File: config.mk
export PLATFORM = sky130hd
export DESIGN_NAME = scu_single_wire_uart
export DESIGN_NICKNAME = d
export VERILOG_FILES = /design/src/scu_pkg.sv /design/src/scu_frame_rx.sv /design/src/scu_frame_tx.sv /design/src/scu_single_wire_uart.sv
export SDC_FILE = /design/constraint.sdc
export NUM_CORES = 2
export LEC_CHECK = 0
export BUFFER_PORTS_ARGS = -buffer_cell sky130_fd_sc_hd__buf_2
export CAP_MARGIN = 20
export CORE_MARGIN = 8
export CORE_UTILIZATION = 65
export DETAILED_ROUTE_END_ITERATION = 10
export PLACE_DENSITY = 0.81
export SLEW_MARGIN = 20
export SYNTH_ARGS = -nofsm -noshare
export SYNTH_HDL_FRONTEND = slang
export SYNTH_SLANG_ARGS = --single-unit
File: constraint.sdc
create_clock -name clk_i -period 5.7 [get_ports clk_i]
set_input_delay 0.855 -clock clk_i [delete_from_list [all_inputs] [get_ports clk_i]]
set_output_delay 0.855 -clock clk_i [all_outputs]
set_load 0.05 [all_outputs]
File: src/scu_pkg.sv
package scu_pkg;
   // Bit timing
   localparam int PER_W = 16;
   localparam int GAP_W = 21;
   localparam int GAP_SHIFT = 4;
   localparam logic [3:0] BIT_START = 4'h0;
   localparam logic [3:0] BIT_D7 = 4'h8;
   localparam logic [3:0] BIT_PAR = 4'h9;
   localparam logic [3:0] BIT_STOP = 4'ha;
   localparam logic [3:0] TX_BITS = 4'hc;
   localparam logic [2:0] SYNC_FALLS = 3'h3;
   localparam logic [7:0] SYNC_BYTE = 8'h55;
   localparam logic [7:0] SYNC_PRELOAD = 8'haa;
   // Register space
   localparam int SHADOW_DEPTH = 96;
   localparam int NV_DEPTH = 32;
   localparam int CUST_ID_BASE = 0;
   localparam logic [6:0] VIRT_BASE = 7'h60;
   localparam logic [6:0] ADDR_HANDOFF_FIRST = 7'h60;
   localparam logic [6:0] ADDR_HANDOFF_SECOND = 7'h61;
   localparam logic [6:0] ADDR_BURN_FIRST = 7'h62;
   localparam logic [6:0] ADDR_BURN_SECOND = 7'h63;
   localparam logic [7:0] KEY_FIRST = 8'h70;
   localparam logic [7:0] KEY_SECOND = 8'h51;

   typedef enum logic [2:0] {
      RX_IDLE = 3'b001,
      RX_MEAS = 3'b010,
      RX_SAMP = 3'b100
   } scu_rx_state_t;

   typedef enum logic [6:0] {
      ST_SYNC = 7'b0000001,
      ST_CMD  = 7'b0000010,
      ST_D1   = 7'b0000100,
      ST_D2   = 7'b0001000,
      ST_TX1  = 7'b0010000,
      ST_TX2  = 7'b0100000,
      ST_OPER = 7'b1000000
   } scu_state_t;
endpackage : scu_pkg

File: src/scu_frame_rx.sv
`timescale 1ns/1ps
module scu_frame_rx (
   // Clock and reset
   input wire logic clk_i,
   input wire logic sys_rst_i,
   // Synchronised line
   input wire logic line_i,
   // Control
   input wire logic measure_i,
   input wire logic [scu_pkg::PER_W-1:0] period_i,
   // Result
   output logic done_o,
   output logic err_o,
   output logic [7:0] data_o,
   output logic [scu_pkg::PER_W-1:0] period_o,
   output logic busy_o
);
   scu_pkg::scu_rx_state_t st_reg;
   logic line_q;
   logic fall;
   logic [scu_pkg::PER_W-1:0] cnt_reg;
   logic [2:0] falls_reg;
   logic [3:0] bit_reg;
   logic [7:0] sh_reg;
   logic ferr_reg;
   logic [scu_pkg::PER_W-1:0] high_reg;

   assign fall = line_q & ~line_i;
   assign busy_o = (st_reg != scu_pkg::RX_IDLE);

   always_ff @(posedge clk_i) begin
      if (sys_rst_i) begin
         line_q <= 1'b1;
      end else begin
         line_q <= line_i;
      end
   end

   always_ff @(posedge clk_i) begin
      if (sys_rst_i) begin
         st_reg <= scu_pkg::RX_IDLE;
         cnt_reg <= '0;
         falls_reg <= 3'h0;
         bit_reg <= 4'h0;
         sh_reg <= 8'h00;
         ferr_reg <= 1'b0;
         high_reg <= '0;
         period_o <= '0;
         done_o <= 1'b0;
         err_o <= 1'b0;
         data_o <= 8'h00;
      end else begin
         done_o <= 1'b0;
         case (st_reg)
            scu_pkg::RX_IDLE: begin
               ferr_reg <= 1'b0;
               if (fall && measure_i) begin
                  cnt_reg <= '0;
                  high_reg <= '0;
                  falls_reg <= 3'h0;
                  st_reg <= scu_pkg::RX_MEAS;
               end else if (fall) begin
                  cnt_reg <= {1'b0, period_i[scu_pkg::PER_W-1:1]};
                  period_o <= period_i;
                  bit_reg <= scu_pkg::BIT_START;
                  st_reg <= scu_pkg::RX_SAMP;
               end
            end
            scu_pkg::RX_MEAS: begin
               cnt_reg <= cnt_reg + 1'b1;
               high_reg <= line_i ? high_reg + 1'b1 : '0;
               if (&cnt_reg) begin
                  st_reg <= scu_pkg::RX_IDLE;
               end else if (line_i && high_reg > (cnt_reg >> 1) + (cnt_reg >> 3)) begin
                  // High run too long for a sync byte: hunt for a fresh start edge
                  st_reg <= scu_pkg::RX_IDLE;
               end else if (fall && falls_reg == scu_pkg::SYNC_FALLS) begin
                  // Eight bit times from start edge to the D7 edge
                  period_o <= (cnt_reg + 1'b1) >> 3;
                  cnt_reg <= (cnt_reg + 1'b1) >> 4;
                  sh_reg <= scu_pkg::SYNC_PRELOAD;
                  bit_reg <= scu_pkg::BIT_D7;
                  st_reg <= scu_pkg::RX_SAMP;
               end else if (fall) begin
                  falls_reg <= falls_reg + 1'b1;
               end
            end
            scu_pkg::RX_SAMP: begin
               if (cnt_reg == '0) begin
                  cnt_reg <= period_o - 1'b1;
                  bit_reg <= bit_reg + 1'b1;
                  if (bit_reg == scu_pkg::BIT_START) begin
                     ferr_reg <= line_i;
                  end else if (bit_reg <= scu_pkg::BIT_D7) begin
                     sh_reg <= {line_i, sh_reg[7:1]};
                  end else if (bit_reg == scu_pkg::BIT_PAR) begin
                     ferr_reg <= ferr_reg | (line_i != ^sh_reg);
                  end else begin
                     done_o <= 1'b1;
                     err_o <= ferr_reg | ~line_i;
                     data_o <= sh_reg;
                     st_reg <= scu_pkg::RX_IDLE;
                  end
               end else begin
                  cnt_reg <= cnt_reg - 1'b1;
               end
            end
            default: st_reg <= scu_pkg::RX_IDLE;
         endcase
      end
   end
endmodule : scu_frame_rx

File: src/scu_frame_tx.sv
`timescale 1ns/1ps
module scu_frame_tx (
   // Clock and reset
   input wire logic clk_i,
   input wire logic sys_rst_i,
   // Request
   input wire logic start_i,
   input wire logic [7:0] data_i,
   input wire logic [scu_pkg::PER_W-1:0] period_i,
   // Line side
   output logic busy_o,
   output logic drive_low_o
);
   logic [11:0] sh_reg;
   logic [3:0] bits_reg;
   logic [scu_pkg::PER_W-1:0] tmr_reg;

   assign drive_low_o = busy_o & ~sh_reg[0];

   always_ff @(posedge clk_i) begin
      if (sys_rst_i) begin
         sh_reg <= 12'hfff;
         bits_reg <= 4'h0;
         tmr_reg <= '0;
         busy_o <= 1'b0;
      end else if (start_i && !busy_o) begin
         // Leading idle bit gives the host a turnaround gap
         sh_reg <= {1'b1, ^data_i, data_i, 1'b0, 1'b1};
         bits_reg <= scu_pkg::TX_BITS;
         tmr_reg <= period_i - 1'b1;
         busy_o <= 1'b1;
      end else if (busy_o) begin
         if (tmr_reg == '0) begin
            tmr_reg <= period_i - 1'b1;
            sh_reg <= {1'b1, sh_reg[11:1]};
            bits_reg <= bits_reg - 1'b1;
            busy_o <= (bits_reg != 4'h1);
         end else begin
            tmr_reg <= tmr_reg - 1'b1;
         end
      end
   end
endmodule : scu_frame_tx

File: src/scu_single_wire_uart.sv
`timescale 1ns/1ps
// Function
// - Comes up in communication mode on the output pin, driving it open-drain only.
// - A register access is four frames in a row on the line.
// - A frame is start bit, eight payload bits, parity bit, stop bit.
// - The parity bit gives even parity over the payload.
// - Payload goes least significant bit first.
// - The first frame is 0x55 with parity zero and sets the bit timing.
// - The second frame holds direction in bit 7 (1 read) and address in bits 6:0.
// - The third frame is the addressed byte and the fourth the next address up.
// - Writing 0x70 to 0x60 and 0x51 to 0x61 hands over to operational mode.
// - Once handed over the part stays operational and ignores the line.
// - Writing 0x70 to 0x62 and 0x51 to 0x63 burns the first 32 shadow values into one-time memory.
// - Four customer identifier bytes are writable and kept in one-time memory.
module scu_single_wire_uart (
   // Clock and reset
   input wire logic clk_i,
   input wire logic sys_rst_i,
   // Output pin, open-drain
   input wire logic line_i,
   output logic line_o,
   output logic line_oe_o,
   // Status
   output logic comm_mode_o,
   output logic otp_burn_o,
   output logic [31:0] cust_id_o
);
   scu_pkg::scu_state_t st_reg;
   logic line_m_reg;
   logic line_s_reg;
   logic rx_done;
   logic rx_err;
   logic rx_busy;
   logic [7:0] rx_data;
   logic [scu_pkg::PER_W-1:0] period;
   logic tx_busy;
   logic tx_drive;
   logic tx_start_reg;
   logic [7:0] tx_data_reg;
   logic [6:0] addr_reg;
   logic [7:0] d1_reg;
   logic wr_stb_reg;
   logic [6:0] wr_addr_reg;
   logic [7:0] wr_data_reg [2];
   logic [6:0] wb_addr [2];
   logic [7:0] shadow_mem [scu_pkg::SHADOW_DEPTH];
   logic [7:0] otp_mem [scu_pkg::NV_DEPTH];
   logic otp_written_reg;
   logic [7:0] hf_first_reg;
   logic [7:0] hf_second_reg;
   logic [7:0] bn_first_reg;
   logic [7:0] bn_second_reg;
   logic handoff_go;
   logic burn_go;
   logic [scu_pkg::GAP_W-1:0] gap_reg;
   logic [scu_pkg::GAP_W-1:0] gap_limit;
   logic gap_expired;
   logic waiting;

   function automatic logic [7:0] rd_byte(input logic [6:0] a);
      if (a < scu_pkg::VIRT_BASE) begin
         rd_byte = shadow_mem[a];
      end else begin
         rd_byte = 8'h00;
      end
   endfunction : rd_byte

   assign wb_addr[0] = wr_addr_reg;
   assign wb_addr[1] = wr_addr_reg + 7'h01;
   assign handoff_go = (hf_first_reg == scu_pkg::KEY_FIRST)
                     && (hf_second_reg == scu_pkg::KEY_SECOND);
   assign burn_go = (bn_first_reg == scu_pkg::KEY_FIRST)
                  && (bn_second_reg == scu_pkg::KEY_SECOND);
   assign waiting = (st_reg == scu_pkg::ST_CMD) || (st_reg == scu_pkg::ST_D1)
                  || (st_reg == scu_pkg::ST_D2);
   // Sixteen bit times at the learned rate
   assign gap_limit = {1'b0, period, {scu_pkg::GAP_SHIFT{1'b0}}};
   assign gap_expired = gap_reg > gap_limit;

   // Two-stage synchroniser on the pin
   always_ff @(posedge clk_i) begin
      if (sys_rst_i) begin
         line_m_reg <= 1'b1;
         line_s_reg <= 1'b1;
      end else begin
         line_m_reg <= line_i;
         line_s_reg <= line_m_reg;
      end
   end

   scu_frame_rx u_rx (
      .clk_i(clk_i),
      .sys_rst_i(sys_rst_i),
      .line_i(line_s_reg),
      .measure_i(st_reg == scu_pkg::ST_SYNC),
      .period_i(period),
      .done_o(rx_done),
      .err_o(rx_err),
      .data_o(rx_data),
      .period_o(period),
      .busy_o(rx_busy)
   );

   scu_frame_tx u_tx (
      .clk_i(clk_i),
      .sys_rst_i(sys_rst_i),
      .start_i(tx_start_reg),
      .data_i(tx_data_reg),
      .period_i(period),
      .busy_o(tx_busy),
      .drive_low_o(tx_drive)
   );

   // Abandoned transaction guard: quiet line for sixteen bit times
   always_ff @(posedge clk_i) begin
      if (sys_rst_i) begin
         gap_reg <= '0;
      end else if (!waiting || rx_busy) begin
         gap_reg <= '0;
      end else if (!gap_expired) begin
         gap_reg <= gap_reg + 1'b1;
      end
   end

   // Transaction sequencer
   always_ff @(posedge clk_i) begin
      if (sys_rst_i) begin
         st_reg <= scu_pkg::ST_SYNC;
         addr_reg <= 7'h00;
         d1_reg <= 8'h00;
         wr_stb_reg <= 1'b0;
         wr_addr_reg <= 7'h00;
         wr_data_reg[0] <= 8'h00;
         wr_data_reg[1] <= 8'h00;
         tx_start_reg <= 1'b0;
         tx_data_reg <= 8'h00;
      end else begin
         wr_stb_reg <= 1'b0;
         tx_start_reg <= 1'b0;
         if (handoff_go) begin
            st_reg <= scu_pkg::ST_OPER;
         end else begin
            case (st_reg)
               scu_pkg::ST_SYNC: begin
                  if (rx_done && !rx_err && rx_data == scu_pkg::SYNC_BYTE) begin
                     st_reg <= scu_pkg::ST_CMD;
                  end
               end
               scu_pkg::ST_CMD: begin
                  if (rx_done && rx_err) begin
                     st_reg <= scu_pkg::ST_SYNC;
                  end else if (rx_done) begin
                     addr_reg <= rx_data[6:0];
                     if (rx_data[7]) begin
                        tx_data_reg <= rd_byte(rx_data[6:0]);
                        tx_start_reg <= 1'b1;
                        st_reg <= scu_pkg::ST_TX1;
                     end else begin
                        st_reg <= scu_pkg::ST_D1;
                     end
                  end else if (gap_expired) begin
                     st_reg <= scu_pkg::ST_SYNC;
                  end
               end
               scu_pkg::ST_D1: begin
                  if (rx_done && rx_err) begin
                     st_reg <= scu_pkg::ST_SYNC;
                  end else if (rx_done) begin
                     d1_reg <= rx_data;
                     st_reg <= scu_pkg::ST_D2;
                  end else if (gap_expired) begin
                     st_reg <= scu_pkg::ST_SYNC;
                  end
               end
               scu_pkg::ST_D2: begin
                  if (rx_done) begin
                     // Both bytes land together only after a clean fourth frame
                     wr_stb_reg <= ~rx_err;
                     wr_addr_reg <= addr_reg;
                     wr_data_reg[0] <= d1_reg;
                     wr_data_reg[1] <= rx_data;
                     st_reg <= scu_pkg::ST_SYNC;
                  end else if (gap_expired) begin
                     st_reg <= scu_pkg::ST_SYNC;
                  end
               end
               scu_pkg::ST_TX1: begin
                  if (!tx_busy && !tx_start_reg) begin
                     tx_data_reg <= rd_byte(addr_reg + 7'h01);
                     tx_start_reg <= 1'b1;
                     st_reg <= scu_pkg::ST_TX2;
                  end
               end
               scu_pkg::ST_TX2: begin
                  if (!tx_busy && !tx_start_reg) begin
                     st_reg <= scu_pkg::ST_SYNC;
                  end
               end
               scu_pkg::ST_OPER: st_reg <= scu_pkg::ST_OPER;
               default: st_reg <= scu_pkg::ST_SYNC;
            endcase
         end
      end
   end

   // Shadow registers
   always_ff @(posedge clk_i) begin
      if (sys_rst_i) begin
         for (int i = 0; i < scu_pkg::SHADOW_DEPTH; i++) begin
            shadow_mem[i] <= 8'h00;
         end
      end else if (wr_stb_reg) begin
         for (int i = 0; i < 2; i++) begin
            if (wb_addr[i] < scu_pkg::VIRT_BASE) begin
               shadow_mem[wb_addr[i]] <= wr_data_reg[i];
            end
         end
      end
   end

   // Burn key registers, cleared once their command fires
   always_ff @(posedge clk_i) begin
      if (sys_rst_i) begin
         bn_first_reg <= 8'h00;
         bn_second_reg <= 8'h00;
      end else begin
         if (burn_go) begin
            bn_first_reg <= 8'h00;
            bn_second_reg <= 8'h00;
         end
         // A key byte landing in the same cycle outlives the clear
         if (wr_stb_reg) begin
            for (int i = 0; i < 2; i++) begin
               if (wb_addr[i] == scu_pkg::ADDR_BURN_FIRST) begin
                  bn_first_reg <= wr_data_reg[i];
               end
               if (wb_addr[i] == scu_pkg::ADDR_BURN_SECOND) begin
                  bn_second_reg <= wr_data_reg[i];
               end
            end
         end
      end
   end

   // Handoff keys stay set: the mode change is final
   always_ff @(posedge clk_i) begin
      if (sys_rst_i) begin
         hf_first_reg <= 8'h00;
         hf_second_reg <= 8'h00;
      end else if (wr_stb_reg) begin
         for (int i = 0; i < 2; i++) begin
            if (wb_addr[i] == scu_pkg::ADDR_HANDOFF_FIRST) begin
               hf_first_reg <= wr_data_reg[i];
            end
            if (wb_addr[i] == scu_pkg::ADDR_HANDOFF_SECOND) begin
               hf_second_reg <= wr_data_reg[i];
            end
         end
      end
   end

   // One-time memory: no reset, it models fuses
   always_ff @(posedge clk_i) begin
      if (burn_go) begin
         for (int i = 0; i < scu_pkg::NV_DEPTH; i++) begin
            otp_mem[i] <= shadow_mem[i];
         end
      end
   end

   always_ff @(posedge clk_i) begin
      if (sys_rst_i) begin
         otp_written_reg <= 1'b0;
         otp_burn_o <= 1'b0;
         cust_id_o <= 32'h0000_0000;
      end else begin
         otp_burn_o <= burn_go;
         if (burn_go) begin
            otp_written_reg <= 1'b1;
         end
         if (otp_written_reg) begin
            cust_id_o <= {otp_mem[scu_pkg::CUST_ID_BASE + 3], otp_mem[scu_pkg::CUST_ID_BASE + 2],
                          otp_mem[scu_pkg::CUST_ID_BASE + 1], otp_mem[scu_pkg::CUST_ID_BASE]};
         end
      end
   end

   // Pin driver: only ever pulls low
   always_ff @(posedge clk_i) begin
      if (sys_rst_i) begin
         line_o <= 1'b0;
         line_oe_o <= 1'b0;
         comm_mode_o <= 1'b1;
      end else begin
         line_o <= 1'b0;
         line_oe_o <= tx_drive && (st_reg != scu_pkg::ST_OPER);
         comm_mode_o <= (st_reg != scu_pkg::ST_OPER);
      end
   end
endmodule : scu_single_wire_uart

==> results.yml <==
min_path:
  hold_depth: 2
  worstHoldStart: "line_i"
  hp-class: "in -> reg"
  holdPathEnd: "line_m_reg$_SDFF_PP1_"
sta:
  holdWs_ns: 0.287
  setup_viol: 0
  drv_slew: 0
  tns_ns: 0
  period_share: 0.762
  rsz0062_at_grt: "false"
  fin_skew_ns: 0.0388
  hold_viol_final: 0
  fmax_mhz: 230
  worstMarginPinSlew_ns: 1.26
  slew_headroom: 0.157
  layout_setup_ws_ns: 1.36
  fin_crit_ns: 4.34
clocking:
  clk_latency_ns: 0.79
  cts_root_buffer: "clkbuf_16"
  cts_resized: 0
  cts_tree: "built"
  cts_max_level: 4
  clkSlewWorstSetupHoldPaths_ns: 0.07
  clock_sinks: 1316
  cts_made_buffers: 139
  postCtsSetupBuffers: 0
  hold_buffers: 0
  clk_path_buf_depth: 3
synthesis:
  syn-cell-area_um2: 70100
  synth_cell_type_count: 77
  synth_seq_cells: 1316
  yosys-top-cells-count: "1,072 x edfxtp_1, 771 x a22o_1, 592 x clkbuf_1"
  synth_top_area_cell: "edfxtp_1"
  synth_cells: 5299
  synth_top_cell_area_share: 0.459
  synth_ff_type: "edfxtp_1"
  synth.most_common_cell: "edfxtp_1"
  ys_warn_count: 0
  synth_edf_count: 1072
  synthArstFlopShare: 0
  yosys-top-cells-area: "edfxtp_1 46%, mux4_2 16%, a22o_1 9.6%, dfxtp_1 7.0%, clkbuf_1 3.2%"
  ys_seq_area_frac: 0.529
  syn_avg_cell_area_um2: 13.2
drt:
  antenna_left: 0
  drc: 0
  dr.pass1.iters: 7
  drt_iter0_markers: 8891
  wl_per_cell_um: 33.0
  wl_mm: 219
  vias_per_cell: 7.71
  via_count: 51200
floorplan:
  initial_core_util: 0.655
  core.rowCount: 120
  ios: 39
  dieHeight_um: 344
  die_x_um: 344
  core_um2: 107000
  dieArea_um2: 119000
power:
  p_comb_frac: 0.057
  power_frac_clock: 0.434
  seqPwrFrac: 0.509
  power_w: 0.0215
  switchingPower_w: 0.00497
  p_sw_frac: 0.231
  peakVddDrop_mv: 0.272
  power_density_nw_per_um2: 283
  leakage_nw: 25.7
  p_int_w: 0.0165
grt:
  grt-ovfl-total: 0
  grt.total_usage: 0.364
  grt_max_degree: 100
  grt_first_pass_wirelength_mm: 319
  grt_pass1_vias: 48800
  antenna_found_initial: 9
critical_path:
  crit_top_cell: "nor2_1"
  cp_max_fo: 14
  required_ns: 6.13
  timing.rr.start: "wr_addr_reg[0]$_SDFFE_PP0P_"
  slowest_delay_ns: 0.76
  crit_path_top_delay_cell: "nor2_1"
  rr_worst_depth: 8
  arrival_ns: 4.77
  r2r_end: "shadow_mem[36][4]$_DFFE_PP_"
  cp-end-kind: "flop"
  cp.buffers_inverters: 0
  rrSetupSlack_ns: 1.36
  critPathKind: "reg -> reg"
  crit_family: "simple AND/OR/NAND/NOR gates"
  path_cells: "ha_1 > nand3_1 > xor2_1 > o21ai_0 > nor2_1 > nand2_2 > nor2_1 > or3_1"
  crit_path_start_kind: "flop"
layout:
  area_growth_pct: 8.24
  top_register: "shadow_mem"
  nNetsFinal: 5194
  regArea_um2: 37100
  top_regs: "shadow_mem x1024, cust_id_o x32, otp_mem x32"
  drive_above_1_share: 0.193
  layout.cells.non_filler: 6648
  num-fill-cells: 6916
  multi_input_area_um2: 30900
  largest_register_ffs: 1024
run:
  maxCapViolations: 0
placed_design:
  place_congestion: 1.02
  placed_cells: 6386
  io_buffers: 37
  place_ws_ns: 1.40
  dpl.hpwl_mm: 139
run_status:
  outcome: "completed"
## worst max-delay path by stage
| stage | startpoint | to | slack [ns] | depth (start not counted) |
|---|---|---|---|---|
| floorplan | u_rx.cnt_reg[1]$_SDFFE_PP0P_ | u_rx.st_reg[2]$_SDFFE_PP0P_ | 1.89 | 19 |
| global placement | u_rx.cnt_reg[3]$_SDFFE_PP0P_ | u_rx.st_reg[2]$_SDFFE_PP0P_ | 1.37 | 19 |
| detailed placement | u_rx.cnt_reg[3]$_SDFFE_PP0P_ | u_rx.st_reg[2]$_SDFFE_PP0P_ | 1.40 | 19 |
| CTS | u_rx.cnt_reg[3]$_SDFFE_PP0P_ | u_rx.st_reg[2]$_SDFFE_PP0P_ | 1.38 | 19 |
| global route | u_rx.cnt_reg[3]$_SDFFE_PP0P_ | u_rx.st_reg[2]$_SDFFE_PP0P_ | 1.11 | 19 |
| finish | wr_addr_reg[0]$_SDFFE_PP0P_ | shadow_mem[36][4]$_DFFE_PP_ | 1.36 | 8 |
## power by group through the flow
stage                     registers [W]  logic [W]  clock network [W]
after floorplan                  0.0110   0.000868                  0
after global placement           0.0111    0.00113                  0
after detailed placement         0.0111    0.00115                  0
after CTS                        0.0109    0.00116            0.00933
after global routing             0.0109    0.00127            0.00970
final                            0.0109    0.00123            0.00932
## cell type report
class                      instances  area share
timing repair buffer             148      0.0153
inverter                          57     0.00282
sequential                      1316       0.489
clock buffer                     180      0.0503
clock inverter                    74      0.0111
multi-input combinational       3462       0.408
antenna                            8    0.000264
tap                             1403      0.0231
## worst reg2reg max path, stage by stage (launching register included)
cell and delay, ns:
dfxtp_1 0.64, ha_1 0.47, nand3_1 0.15, xor2_1 0.42, o21ai_0 0.21, nor2_1 0.25, nand2_2 0.63, nor2_1 0.79
or3_1 0.42
## per-layer routing
| metal | vias to the layer above | part of all wire | global-route usage |
|---|---|---|---|
| li1 | 20300 | - | - |
| met1 | 24700 | 0.32 | 0.456 |
| met2 | 4998 | 0.43 | 0.528 |
| met3 | 1175 | 0.18 | 0.161 |
| met4 | 8 | 0.072 | 0.205 |
| met5 | - | 0.00030 | 0.00333 |
## metrics by stage
| stage | utilization | cell area, µm² |
|---|---|---|
| floorplan | - | 71000 |
| global placement | 0.664 | 71100 |
| detailed placement | 0.665 | 71200 |
| CTS | 0.708 | 75800 |
| global route | 0.708 | 75800 |
| finish | 0.709 | 75900 |
## cell families after synthesis
| logic type | Yosys count | synth area share |
|---|---|---|
| xor+xnor | 89 | 0.0111 |
| mux | 657 | 0.182 |
| compound gates | 1267 | 0.144 |
| simple gates | 1125 | 0.0783 |
| other cells | 1 | 0.0000535 |
| buf+inv | 777 | 0.0440 |
| flops | 1316 | 0.529 |
| fa+ha+maj | 67 | 0.0121 |
## placed cells by master, fill, tap and decap left out, drive strengths merged, types with 130 or more instances in the layout
cell	Yosys	routed
edfxtp	1072	1072
a22o	771	771
mux4	489	489
nor2	476	476
conb	1	257
dfxtp	244	244
nand2	220	220
clkbuf	592	180
buf	128	148
mux2i	130	130
No activity file was read; power rests on OpenSTA's default activity.
